===== src/hdl/rtc_pkg.sv =====
package rtc_pkg;
   // ***********************************
   // Timing
   // ***********************************
   localparam int unsigned CLK_MHZ = 100;
   localparam int unsigned MISS_TIME_US = 100;
   localparam int unsigned MISS_CYCLES = MISS_TIME_US * CLK_MHZ;
   localparam int unsigned BLANK_TIME_MS = 2;
   localparam int unsigned BLANK_CYCLES = BLANK_TIME_MS * 1000 * CLK_MHZ;

   // ***********************************
   // Register map (byte addresses)
   // ***********************************
   localparam int unsigned ADDR_W = 8;
   localparam logic [7:0] CTRL_OFS = 8'h00;
   localparam logic [7:0] OSCCTL_OFS = 8'h04;
   localparam logic [7:0] CAPT_OFS = 8'h08;
   localparam logic [7:0] MATCH_OFS = 8'h0C;

   // ***********************************
   // Control register fields
   // ***********************************
   localparam int unsigned OSC_EN_BIT = 7;
   localparam int unsigned MCLK_EN_BIT = 6;
   localparam int unsigned FAIL_BIT = 5;
   localparam int unsigned RUN_BIT = 4;
   localparam int unsigned AEN_BIT = 3;
   localparam int unsigned ALARM_FLAG_AUTORESET_BIT_BIT = 2;
   localparam int unsigned SET_BIT = 1;
   localparam int unsigned CAP_BIT = 0;
   localparam int unsigned VALID_BIT = 4;

   // ***********************************
   // Reset values and the all-ones word
   // ***********************************
   localparam logic CTRL_BIT_RST = 1'b0;
   localparam logic [31:0] WORD_RST = 32'h0000_0000;
   localparam logic [31:0] WORD_MAX = 32'hFFFF_FFFF;
endpackage : rtc_pkg


===== src/hdl/rtc_sync3.sv =====
`timescale 1ns/1ns
module rtc_sync3 (
   // Clock and reset
   input wire logic pclk,
   input wire logic presetn,
   input wire logic clk_en,
   // Pin and filtered level
   input wire logic pin_in,
   output logic level_out
);
   logic s1_ff;
   logic s2_ff;
   logic s3_ff;

   // Three stages; first stage feeds only the second
   always_ff @(posedge pclk or negedge presetn) begin
      if (!presetn) begin
         s1_ff <= 1'b0;
         s2_ff <= 1'b0;
         s3_ff <= 1'b0;
      end else if (clk_en) begin
         s1_ff <= pin_in;
         s2_ff <= s1_ff;
         s3_ff <= s2_ff;
      end
   end

   // Level moves only when the last two stages agree
   always_ff @(posedge pclk or negedge presetn) begin
      if (!presetn) begin
         level_out <= 1'b0;
      end else if (clk_en && (s2_ff == s3_ff)) begin
         level_out <= s3_ff;
      end
   end
endmodule : rtc_sync3


===== src/hdl/rtc_timeout.sv =====
`timescale 1ns/1ns
module rtc_timeout #(
   parameter int unsigned CYCLES = 100
) (
   // Clock and reset
   input wire logic pclk,
   input wire logic presetn,
   input wire logic clk_en,
   // Control and result
   input wire logic restart,
   output logic done,
   output logic done_pulse
);
   localparam int unsigned WIDTH = $clog2(CYCLES + 1);
   localparam logic [WIDTH-1:0] LAST = WIDTH'(CYCLES);

   logic [WIDTH-1:0] count_ff;

   // Saturating count; stops at the limit so the result fires once
   always_ff @(posedge pclk or negedge presetn) begin
      if (!presetn) begin
         count_ff <= '0;
      end else if (clk_en) begin
         if (restart) begin
            count_ff <= '0;
         end else if (count_ff != LAST) begin
            count_ff <= count_ff + 1'b1;
         end
      end
   end

   assign done = (count_ff == LAST);
   assign done_pulse = clk_en && !restart && (count_ff == LAST - 1'b1);
endmodule : rtc_timeout


===== src/hdl/rtc_top.sv =====
// Chosen here: the placing of the registers and the APB slave port.
`timescale 1ns/1ns
module rtc_top #(
   parameter int unsigned MISS_CYCLES = rtc_pkg::MISS_CYCLES,
   parameter int unsigned BLANK_CYCLES = rtc_pkg::BLANK_CYCLES
) (
   // Clock, reset, enable
   input wire logic pclk,
   input wire logic presetn,
   input wire logic clk_en,
   // APB slave
   input wire logic psel,
   input wire logic penable,
   input wire logic pwrite,
   input wire logic [rtc_pkg::ADDR_W-1:0] paddr,
   input wire logic [31:0] pwdata,
   output logic [31:0] prdata,
   output logic pready,
   output logic pslverr,
   // Oscillator pins
   input wire logic osc_pin,
   input wire logic amp_detect_pin,
   output logic osc_enable,
   // System events
   output logic alarm_event,
   output logic osc_fail_event
);
   import rtc_pkg::*;

   // ***********************************
   // Declarations
   // ***********************************
   logic osc_en_ff;
   logic mclk_en_ff;
   logic fail_ff;
   logic run_ff;
   logic aen_ff;
   logic autoreset_ff;
   logic set_req_ff;
   logic cap_req_ff;
   logic alarm_ff;
   logic ar_pend_ff;
   logic osc_lvl_ff;
   logic [31:0] count_ff;
   logic [31:0] capture_ff;
   logic [31:0] match_ff;
   logic [31:0] rdata_ff;
   logic [31:0] nxt_count;
   logic osc_lvl;
   logic amp_lvl;
   logic osc_tick;
   logic osc_edge;
   logic miss_pulse;
   logic blank_done;
   logic crystal_valid_status;
   logic wr_acc;
   logic wr_ctrl;
   logic mapped;
   logic step;

   // ***********************************
   // Pin synchronisers and timers
   // ***********************************
   rtc_sync3 u_osc_sync (
      .pclk(pclk),
      .presetn(presetn),
      .clk_en(clk_en),
      .pin_in(osc_pin),
      .level_out(osc_lvl)
   );

   rtc_sync3 u_amp_sync (
      .pclk(pclk),
      .presetn(presetn),
      .clk_en(clk_en),
      .pin_in(amp_detect_pin),
      .level_out(amp_lvl)
   );

   // Missing clock watchdog, restarted by any oscillator edge
   rtc_timeout #(.CYCLES(MISS_CYCLES)) u_miss (
      .pclk(pclk),
      .presetn(presetn),
      .clk_en(clk_en),
      .restart(!mclk_en_ff || osc_edge),
      .done(),
      .done_pulse(miss_pulse)
   );

   // Blanking after the oscillator is switched on
   rtc_timeout #(.CYCLES(BLANK_CYCLES)) u_blank (
      .pclk(pclk),
      .presetn(presetn),
      .clk_en(clk_en),
      .restart(!osc_en_ff),
      .done(blank_done),
      .done_pulse()
   );

   // Delayed filtered level for edge detection
   always_ff @(posedge pclk or negedge presetn) begin
      if (!presetn) begin
         osc_lvl_ff <= 1'b0;
      end else if (clk_en) begin
         osc_lvl_ff <= osc_lvl;
      end
   end

   assign osc_edge = (osc_lvl != osc_lvl_ff);
   assign osc_tick = osc_lvl && !osc_lvl_ff;  // Rising edge = one oscillator cycle
   // Detector output is not trusted until blanking ends
   assign crystal_valid_status = osc_en_ff && blank_done && amp_lvl;
   assign osc_enable = osc_en_ff;

   // ***********************************
   // APB slave
   // ***********************************
   // Zero wait states; a frozen clock enable stalls the bus instead
   assign pready = clk_en;
   assign mapped = (paddr == CTRL_OFS) || (paddr == OSCCTL_OFS) ||
                   (paddr == CAPT_OFS) || (paddr == MATCH_OFS);
   assign pslverr = psel && penable && !mapped;
   assign wr_acc = psel && penable && pwrite && clk_en && mapped;
   assign wr_ctrl = wr_acc && (paddr == CTRL_OFS);
   assign prdata = rdata_ff;

   // Read data latched in the setup cycle
   always_ff @(posedge pclk or negedge presetn) begin
      if (!presetn) begin
         rdata_ff <= WORD_RST;
      end else if (clk_en && psel && !penable && !pwrite) begin
         case (paddr)
            CTRL_OFS: begin
               rdata_ff <= {24'h00_0000, osc_en_ff, mclk_en_ff, fail_ff, run_ff,
                            aen_ff, alarm_ff, set_req_ff, cap_req_ff};
            end
            OSCCTL_OFS: begin
               rdata_ff <= 32'(crystal_valid_status) << VALID_BIT;
            end
            CAPT_OFS: begin
               rdata_ff <= capture_ff;
            end
            MATCH_OFS: begin
               rdata_ff <= match_ff;
            end
            default: begin
               rdata_ff <= WORD_RST;
            end
         endcase
      end
   end

   // ***********************************
   // Control bits
   // ***********************************
   // Plain software controls; alarm bit position holds auto-reset enable
   always_ff @(posedge pclk or negedge presetn) begin
      if (!presetn) begin
         osc_en_ff <= CTRL_BIT_RST;
         mclk_en_ff <= CTRL_BIT_RST;
         run_ff <= CTRL_BIT_RST;
         aen_ff <= CTRL_BIT_RST;
         autoreset_ff <= CTRL_BIT_RST;
      end else if (wr_ctrl) begin
         osc_en_ff <= pwdata[OSC_EN_BIT];
         mclk_en_ff <= pwdata[MCLK_EN_BIT];
         run_ff <= pwdata[RUN_BIT];
         aen_ff <= pwdata[AEN_BIT];
         autoreset_ff <= pwdata[ALARM_FLAG_AUTORESET_BIT_BIT];
      end
   end

   // Failure flag: one-shot set by the watchdog, set beats a clear
   always_ff @(posedge pclk or negedge presetn) begin
      if (!presetn) begin
         fail_ff <= CTRL_BIT_RST;
      end else if (clk_en) begin
         if (mclk_en_ff && miss_pulse) begin
            fail_ff <= 1'b1;
         end else if (wr_ctrl) begin
            fail_ff <= pwdata[FAIL_BIT];
         end
      end
   end

   assign osc_fail_event = fail_ff;

   // Requests drop in the same edge that completes the copy
   always_ff @(posedge pclk or negedge presetn) begin
      if (!presetn) begin
         set_req_ff <= CTRL_BIT_RST;
         cap_req_ff <= CTRL_BIT_RST;
      end else if (clk_en) begin
         if (wr_ctrl && pwdata[SET_BIT]) begin
            set_req_ff <= 1'b1;
         end else if (set_req_ff) begin
            set_req_ff <= 1'b0;
         end
         if (wr_ctrl && pwdata[CAP_BIT]) begin
            cap_req_ff <= 1'b1;
         end else if (cap_req_ff) begin
            cap_req_ff <= 1'b0;
         end
      end
   end

   // ***********************************
   // Holding and match registers
   // ***********************************
   // Snapshot wins over a software write in the same cycle
   always_ff @(posedge pclk or negedge presetn) begin
      if (!presetn) begin
         capture_ff <= WORD_RST;
      end else if (clk_en) begin
         if (cap_req_ff) begin
            capture_ff <= count_ff;
         end else if (wr_acc && (paddr == CAPT_OFS)) begin
            capture_ff <= pwdata;
         end
      end
   end

   // Match value; software keeps the alarm disabled while changing it
   always_ff @(posedge pclk or negedge presetn) begin
      if (!presetn) begin
         match_ff <= WORD_RST;
      end else if (wr_acc && (paddr == MATCH_OFS)) begin
         match_ff <= pwdata;
      end
   end

   // ***********************************
   // Counter
   // ***********************************
   assign step = clk_en && osc_tick && run_ff;
   // Natural 32-bit wrap; auto-reset replaces the step after an alarm
   assign nxt_count = ar_pend_ff ? WORD_RST : count_ff + 32'h0000_0001;

   // Load request has priority; counting never needs a stop first
   always_ff @(posedge pclk or negedge presetn) begin
      if (!presetn) begin
         count_ff <= WORD_RST;
      end else if (clk_en) begin
         if (set_req_ff) begin
            count_ff <= capture_ff;
         end else if (step) begin
            count_ff <= nxt_count;
         end
      end
   end

   // ***********************************
   // Alarm
   // ***********************************
   // Raised only on a step that lands on the match value, so an
   // unchanged match after re-enable waits a full wrap
   always_ff @(posedge pclk or negedge presetn) begin
      if (!presetn) begin
         alarm_ff <= CTRL_BIT_RST;
      end else if (clk_en) begin
         if (wr_ctrl && !pwdata[AEN_BIT]) begin
            alarm_ff <= 1'b0;
         end else if (step && !set_req_ff) begin
            alarm_ff <= aen_ff && (nxt_count == match_ff);
         end
      end
   end

   assign alarm_event = alarm_ff;

   // Auto-reset armed as the alarm drops, used on the next step
   always_ff @(posedge pclk or negedge presetn) begin
      if (!presetn) begin
         ar_pend_ff <= CTRL_BIT_RST;
      end else if (clk_en) begin
         if (!autoreset_ff || set_req_ff) begin
            ar_pend_ff <= 1'b0;
         end else if (step) begin
            ar_pend_ff <= alarm_ff;
         end
      end
   end

   // ***********************************
   // Assertions
   // ***********************************
   miss_fail_a: assert property (@(posedge pclk) disable iff (!presetn)
      (mclk_en_ff && miss_pulse) |=> fail_ff && osc_fail_event)
      else $error("watchdog expiry did not set failure flag");

   fail_quiet_a: assert property (@(posedge pclk) disable iff (!presetn)
      (!mclk_en_ff && !fail_ff && !wr_ctrl) |=> !fail_ff)
      else $error("failure flag set with monitor off");

   fail_event_a: assert property (@(posedge pclk) disable iff (!presetn)
      (fail_ff && !wr_ctrl) |=> fail_ff && osc_fail_event)
      else $error("failure event dropped without software");

   blank_a: assert property (@(posedge pclk) disable iff (!presetn)
      $rose(osc_en_ff) |-> !crystal_valid_status [*8])
      else $error("crystal valid inside blanking");

   count_inc_a: assert property (@(posedge pclk) disable iff (!presetn)
      (step && !set_req_ff && !ar_pend_ff) |=> count_ff == $past(count_ff) + 32'h0000_0001)
      else $error("counter did not step by one");

   count_hold_a: assert property (@(posedge pclk) disable iff (!presetn)
      (!run_ff && !set_req_ff) |=> $stable(count_ff))
      else $error("stopped counter moved");

   wrap_a: assert property (@(posedge pclk) disable iff (!presetn)
      (step && !set_req_ff && count_ff == WORD_MAX) |=> count_ff == WORD_RST)
      else $error("counter did not wrap to zero");

   alarm_eq_a: assert property (@(posedge pclk) disable iff (!presetn)
      $rose(alarm_ff) |-> (count_ff == match_ff) && $past(aen_ff))
      else $error("alarm without match");

   // Arming as the flag drops, then the clear on the next step
   auto_arm_a: assert property (@(posedge pclk) disable iff (!presetn)
      (step && alarm_ff && autoreset_ff && !set_req_ff) |=> ar_pend_ff)
      else $error("auto-reset not armed as alarm dropped");

   auto_reset_a: assert property (@(posedge pclk) disable iff (!presetn)
      (step && ar_pend_ff && !set_req_ff) |=> count_ff == WORD_RST)
      else $error("auto-reset did not clear counter");

   set_load_a: assert property (@(posedge pclk) disable iff (!presetn)
      (set_req_ff && clk_en) |=> (count_ff == $past(capture_ff)) && !set_req_ff)
      else $error("set request did not load counter");

   cap_snap_a: assert property (@(posedge pclk) disable iff (!presetn)
      (cap_req_ff && clk_en) |=> (capture_ff == $past(count_ff)) && !cap_req_ff)
      else $error("capture request did not snapshot");

   aen_clear_a: assert property (@(posedge pclk) disable iff (!presetn)
      (wr_ctrl && !pwdata[AEN_BIT]) |=> !alarm_ff)
      else $error("disabling alarm left flag set");

   alarm_short_a: assert property (@(posedge pclk) disable iff (!presetn)
      (alarm_ff && step && !set_req_ff) |=> !alarm_ff)
      else $error("alarm flag outlived one oscillator cycle");
endmodule : rtc_top

===== config.mk =====
export PLATFORM = sky130hd
export DESIGN_NAME = rtc_top
export DESIGN_NICKNAME = d
export VERILOG_FILES = /design/src/hdl/rtc_pkg.sv /design/src/hdl/rtc_sync3.sv /design/src/hdl/rtc_timeout.sv /design/src/hdl/rtc_top.sv
export SDC_FILE = /design/constraint.sdc
export NUM_CORES = 1
export LEC_CHECK = 0
export BUFFER_PORTS_ARGS = -buffer_cell sky130_fd_sc_hd__buf_2
export CAP_MARGIN = 20
export CELL_PAD_IN_SITES_DETAIL_PLACEMENT = 0
export CELL_PAD_IN_SITES_GLOBAL_PLACEMENT = 1
export CORE_MARGIN = 4
export CORE_UTILIZATION = 47
export DETAILED_ROUTE_END_ITERATION = 10
export MAX_ROUTING_LAYER = met4
export PLACE_DENSITY_LB_ADDON = 0.15
export SLEW_MARGIN = 5
export SYNTH_ARGS = -nofsm -noshare
export SYNTH_HDL_FRONTEND = slang
export SYNTH_SLANG_ARGS = --single-unit

===== constraint.sdc =====
create_clock -name pclk -period 3.3 [get_ports pclk]
set_input_delay 0.66 -clock pclk [delete_from_list [all_inputs] [get_ports pclk]]
set_output_delay 0.66 -clock pclk [all_outputs]
set_load 0.01 [all_outputs]

==> metrics.txt <==
Worst setup EP type=flop; Critical Path Fanout Max=16; Mean Syn Cell Area=9.01 um^2; register area=4480 um^2; R2R Setup Slk=0.22 ns; antenna violations before repair=0; die height=154 um; Pwr per Cell Area=419 nW/um^2; Port Buffers=84; Leak=0.00489 uW; Ant. Diodes=0; core area=21000 um^2; Skew-Pair Late Insertion Delay=0.43 ns; setup TNS=0 ns; routed len/inst=19.1 um; layout cells sized above 1=0.190; area occupied by multi-input gates=5170 um^2; largest family of logic cells by synthesized area=simple AND/OR/NAND/NOR gates; H-tree depth=4; gpl congestion=0.933; Yosys top cell area share=0.445; cts bufs inserted=17; yosys warns=0; Required @ worst endpoint=3.66 ns; adder-cell share of the synthesized area=0.00746; clk sink count=179; Synth Register Bits=179; outcome=finished, final reports clean; CTS tree=yes; Routed WL=28.1 mm; # hold bufs at CTS=0; crit path launch type=flop; HPWL Detailed=20.1 mm; IO Pins=85; via count=8641; Hold Path Class=input port to asynchronous set/reset pin; number of fill cells=1934; Final Util=0.548; Final Hold Viols=0; MaxCap Viol Count=0; CP arrival=3.44 ns; Post-synth EDFFs=0; cell taking the most area after synthesis=dfrtp_1; clk buf depth=2; Synth Area in Compound Gates=0.177; Netlist Area Pre-Place=10100 um^2; simple-gate share of the synthesized area=0.194; RSZ-0062 raised after global routing=false; logic gate share of total power=0.069; CTS clk-pin slew, worst paths=0.08 ns; sw frac=0.260; top_reg_cell synth=dfrtp_1; Cells after Synth=1116; mux contribution to synthesized area=0.0930; largest net degree at the start of global routing=68; P&R area growth vs syn=14.5%; Reg power frac=0.489; Slew @ Worst Pin=0.784 ns; Crit Path Class=flop to flop; Resized Gates After CTS=0; Switching Power=1250 uW; antenna viol nets, final=0; die width=154 um; Post-synth ARST share=1.00; Post-Synth XOR/XNOR Area=0.0398; Worst slew margin=0.476; Layout Nets=1238; # setup viols final=0; clock share of power=0.442; Die ar.=23800 um^2; total gr overflow=0; row cnt=53; number of global-route vias before repair=8229; sequential-to-total area share from yosys stat=0.445; post-CTS setup buffer count=0; Vias/cell=5.87; initial detailed-routing violation count=599; DRC Markers=0; Initial Util=0.478; maximum VDD drop=0.301 mV; synthesized net count=1170; crit share post-route=0.932; internal power=3570 uW; first-pass GRT wire length=45.9 mm; Overall Global Routing Usage=0.245; drt first pass iters=6; Max Clock Freq=325 MHz; min Tclk post-route=3.08 ns; Yosys cell types=71; synth top area cells=dfrtp_1 45%, o21ai_0 7.8%, mux2_2 4.9%; Setup Skew=0.0113 ns; max-slew violations=0; clock root buffer=clkbuf_16
[metrics by stage]
step	cell area [um^2]	worst slack (ns)	power, uW	hold WS, ns	cells
2_1_floorplan	10100	0.363	2570	0.364	1116
3_3_place_gp	10900	0.307	2730	0.455	1440
3_5_place_dp	10900	0.246	2740	0.464	1440
4_1_cts	11500	0.233	4860	0.249	1472
5_1_grt	11500	0.0227	5030	0.254	1472
6_report	11500	0.223	4820	0.217	1472
[metal layers]
layer  up-vias  GRT usage  share of wire
li1       4173          -              -
met1      4230      0.372           0.50
met2       222      0.350           0.44
met3        16     0.0339          0.048
met4         0     0.0500         0.0075
met5         -          -              0
[cells by family after synthesis]
| logic type | Yosys count |
|---|---|
| compound gates | 295 |
| fa+ha+maj | 6 |
| xor+xnor | 44 |
| mux | 88 |
| buf+inv | 106 |
| flops | 179 |
| simple gates | 398 |
[power by group through the flow]
| stage | Sequential [uW] | Clock, uW | Combinational (uW) |
|---|---|---|---|
| finish | 2360 | 2130 | 334 |
| global route | 2370 | 2270 | 383 |
| CTS | 2360 | 2170 | 338 |
| detailed placement | 2400 | 0 | 336 |
| global placement | 2400 | 0 | 330 |
| floorplan | 2370 | 0 | 199 |
[final cells by class]
| class | count | share of cell area |
|---|---|---|
| tap | 275 | 0.0299 |
| inverter | 22 | 0.00717 |
| multi-input combinational | 831 | 0.449 |
| clock buffer | 18 | 0.0381 |
| timing repair buffer | 133 | 0.0725 |
| clock inverter | 14 | 0.0148 |
| sequential | 179 | 0.389 |
[layout by cell type (no fill, tap or decap), drive strengths merged, types with 3 or more instances in the layout]
cell type / count
or3: 9
o31a: 4
or4: 10
mux2: 44
inv: 29
ha: 6
o21ai: 159
clkinv: 3
xnor2: 21
and4: 6
nand4: 28
nand3: 27
nand2b: 3
and2: 3
o2bb2ai: 4
o22ai: 3
o21a: 3
buf: 132
a31oi: 3
o31ai: 7
mux2i: 44
a22oi: 37
and3: 12
or2: 5
a2111oi: 5
nor3: 25
nor2b: 10
nand2: 125
clkbuf: 19
a21oi: 45
nor2: 102
dfrtp: 179
nor4: 22
xor2: 22
[worst max-delay path, cell delays in order (launching register included)]
cell,delay (ns)
dfrtp_1,0.52
ha_1,0.37
nand4_1,0.17
or4_1,0.42
buf_4,0.21
o21ai_0,0.26
nand3_1,0.11
a211o_1,0.30
a2111oi_1,0.41
nand4_1,0.14
nand2_1,0.09
[final timing paths]
check	cells past startpoint	end	start
max in group asynchronous	2	count_ff[21]	presetn
hold reg to reg	2	prdata[27]	prdata[27]
setup reg to reg	10	alarm_event	count_ff[0]
setup / recovery	10	alarm_event	count_ff[0]
min in group pclk	3	match_ff[22]	pwdata[22]
hold / removal	1	u_miss.count_ff[12]	presetn
[Yosys cell counts, types with 6 or more instances]
master    count
a21oi_1      45
a22oi_1      37
and3_1       12
and4_1        6
buf_2        22
clkbuf_1     56
dfrtp_1     179
ha_1          6
inv_1        22
mux2_2       44
mux2i_1      44
nand2_1     125
nand3_1      27
nand4_1      26
nor2_1      102
nor2b_1      10
nor3_1       25
nor4_1       19
o21ai_0     157
o31ai_1       6
or3_1         9
or4_1        10
xnor2_1      21
xor2_1       22
[registers in the layout (all words and copies together), names as in the netlist, 14 cells and up]
register,count
capture_ff,32
count_ff,32
match_ff,32
prdata,32
u_blank.count_ff,18
u_miss.count_ff,14
(Power assumes the default switching activity.)
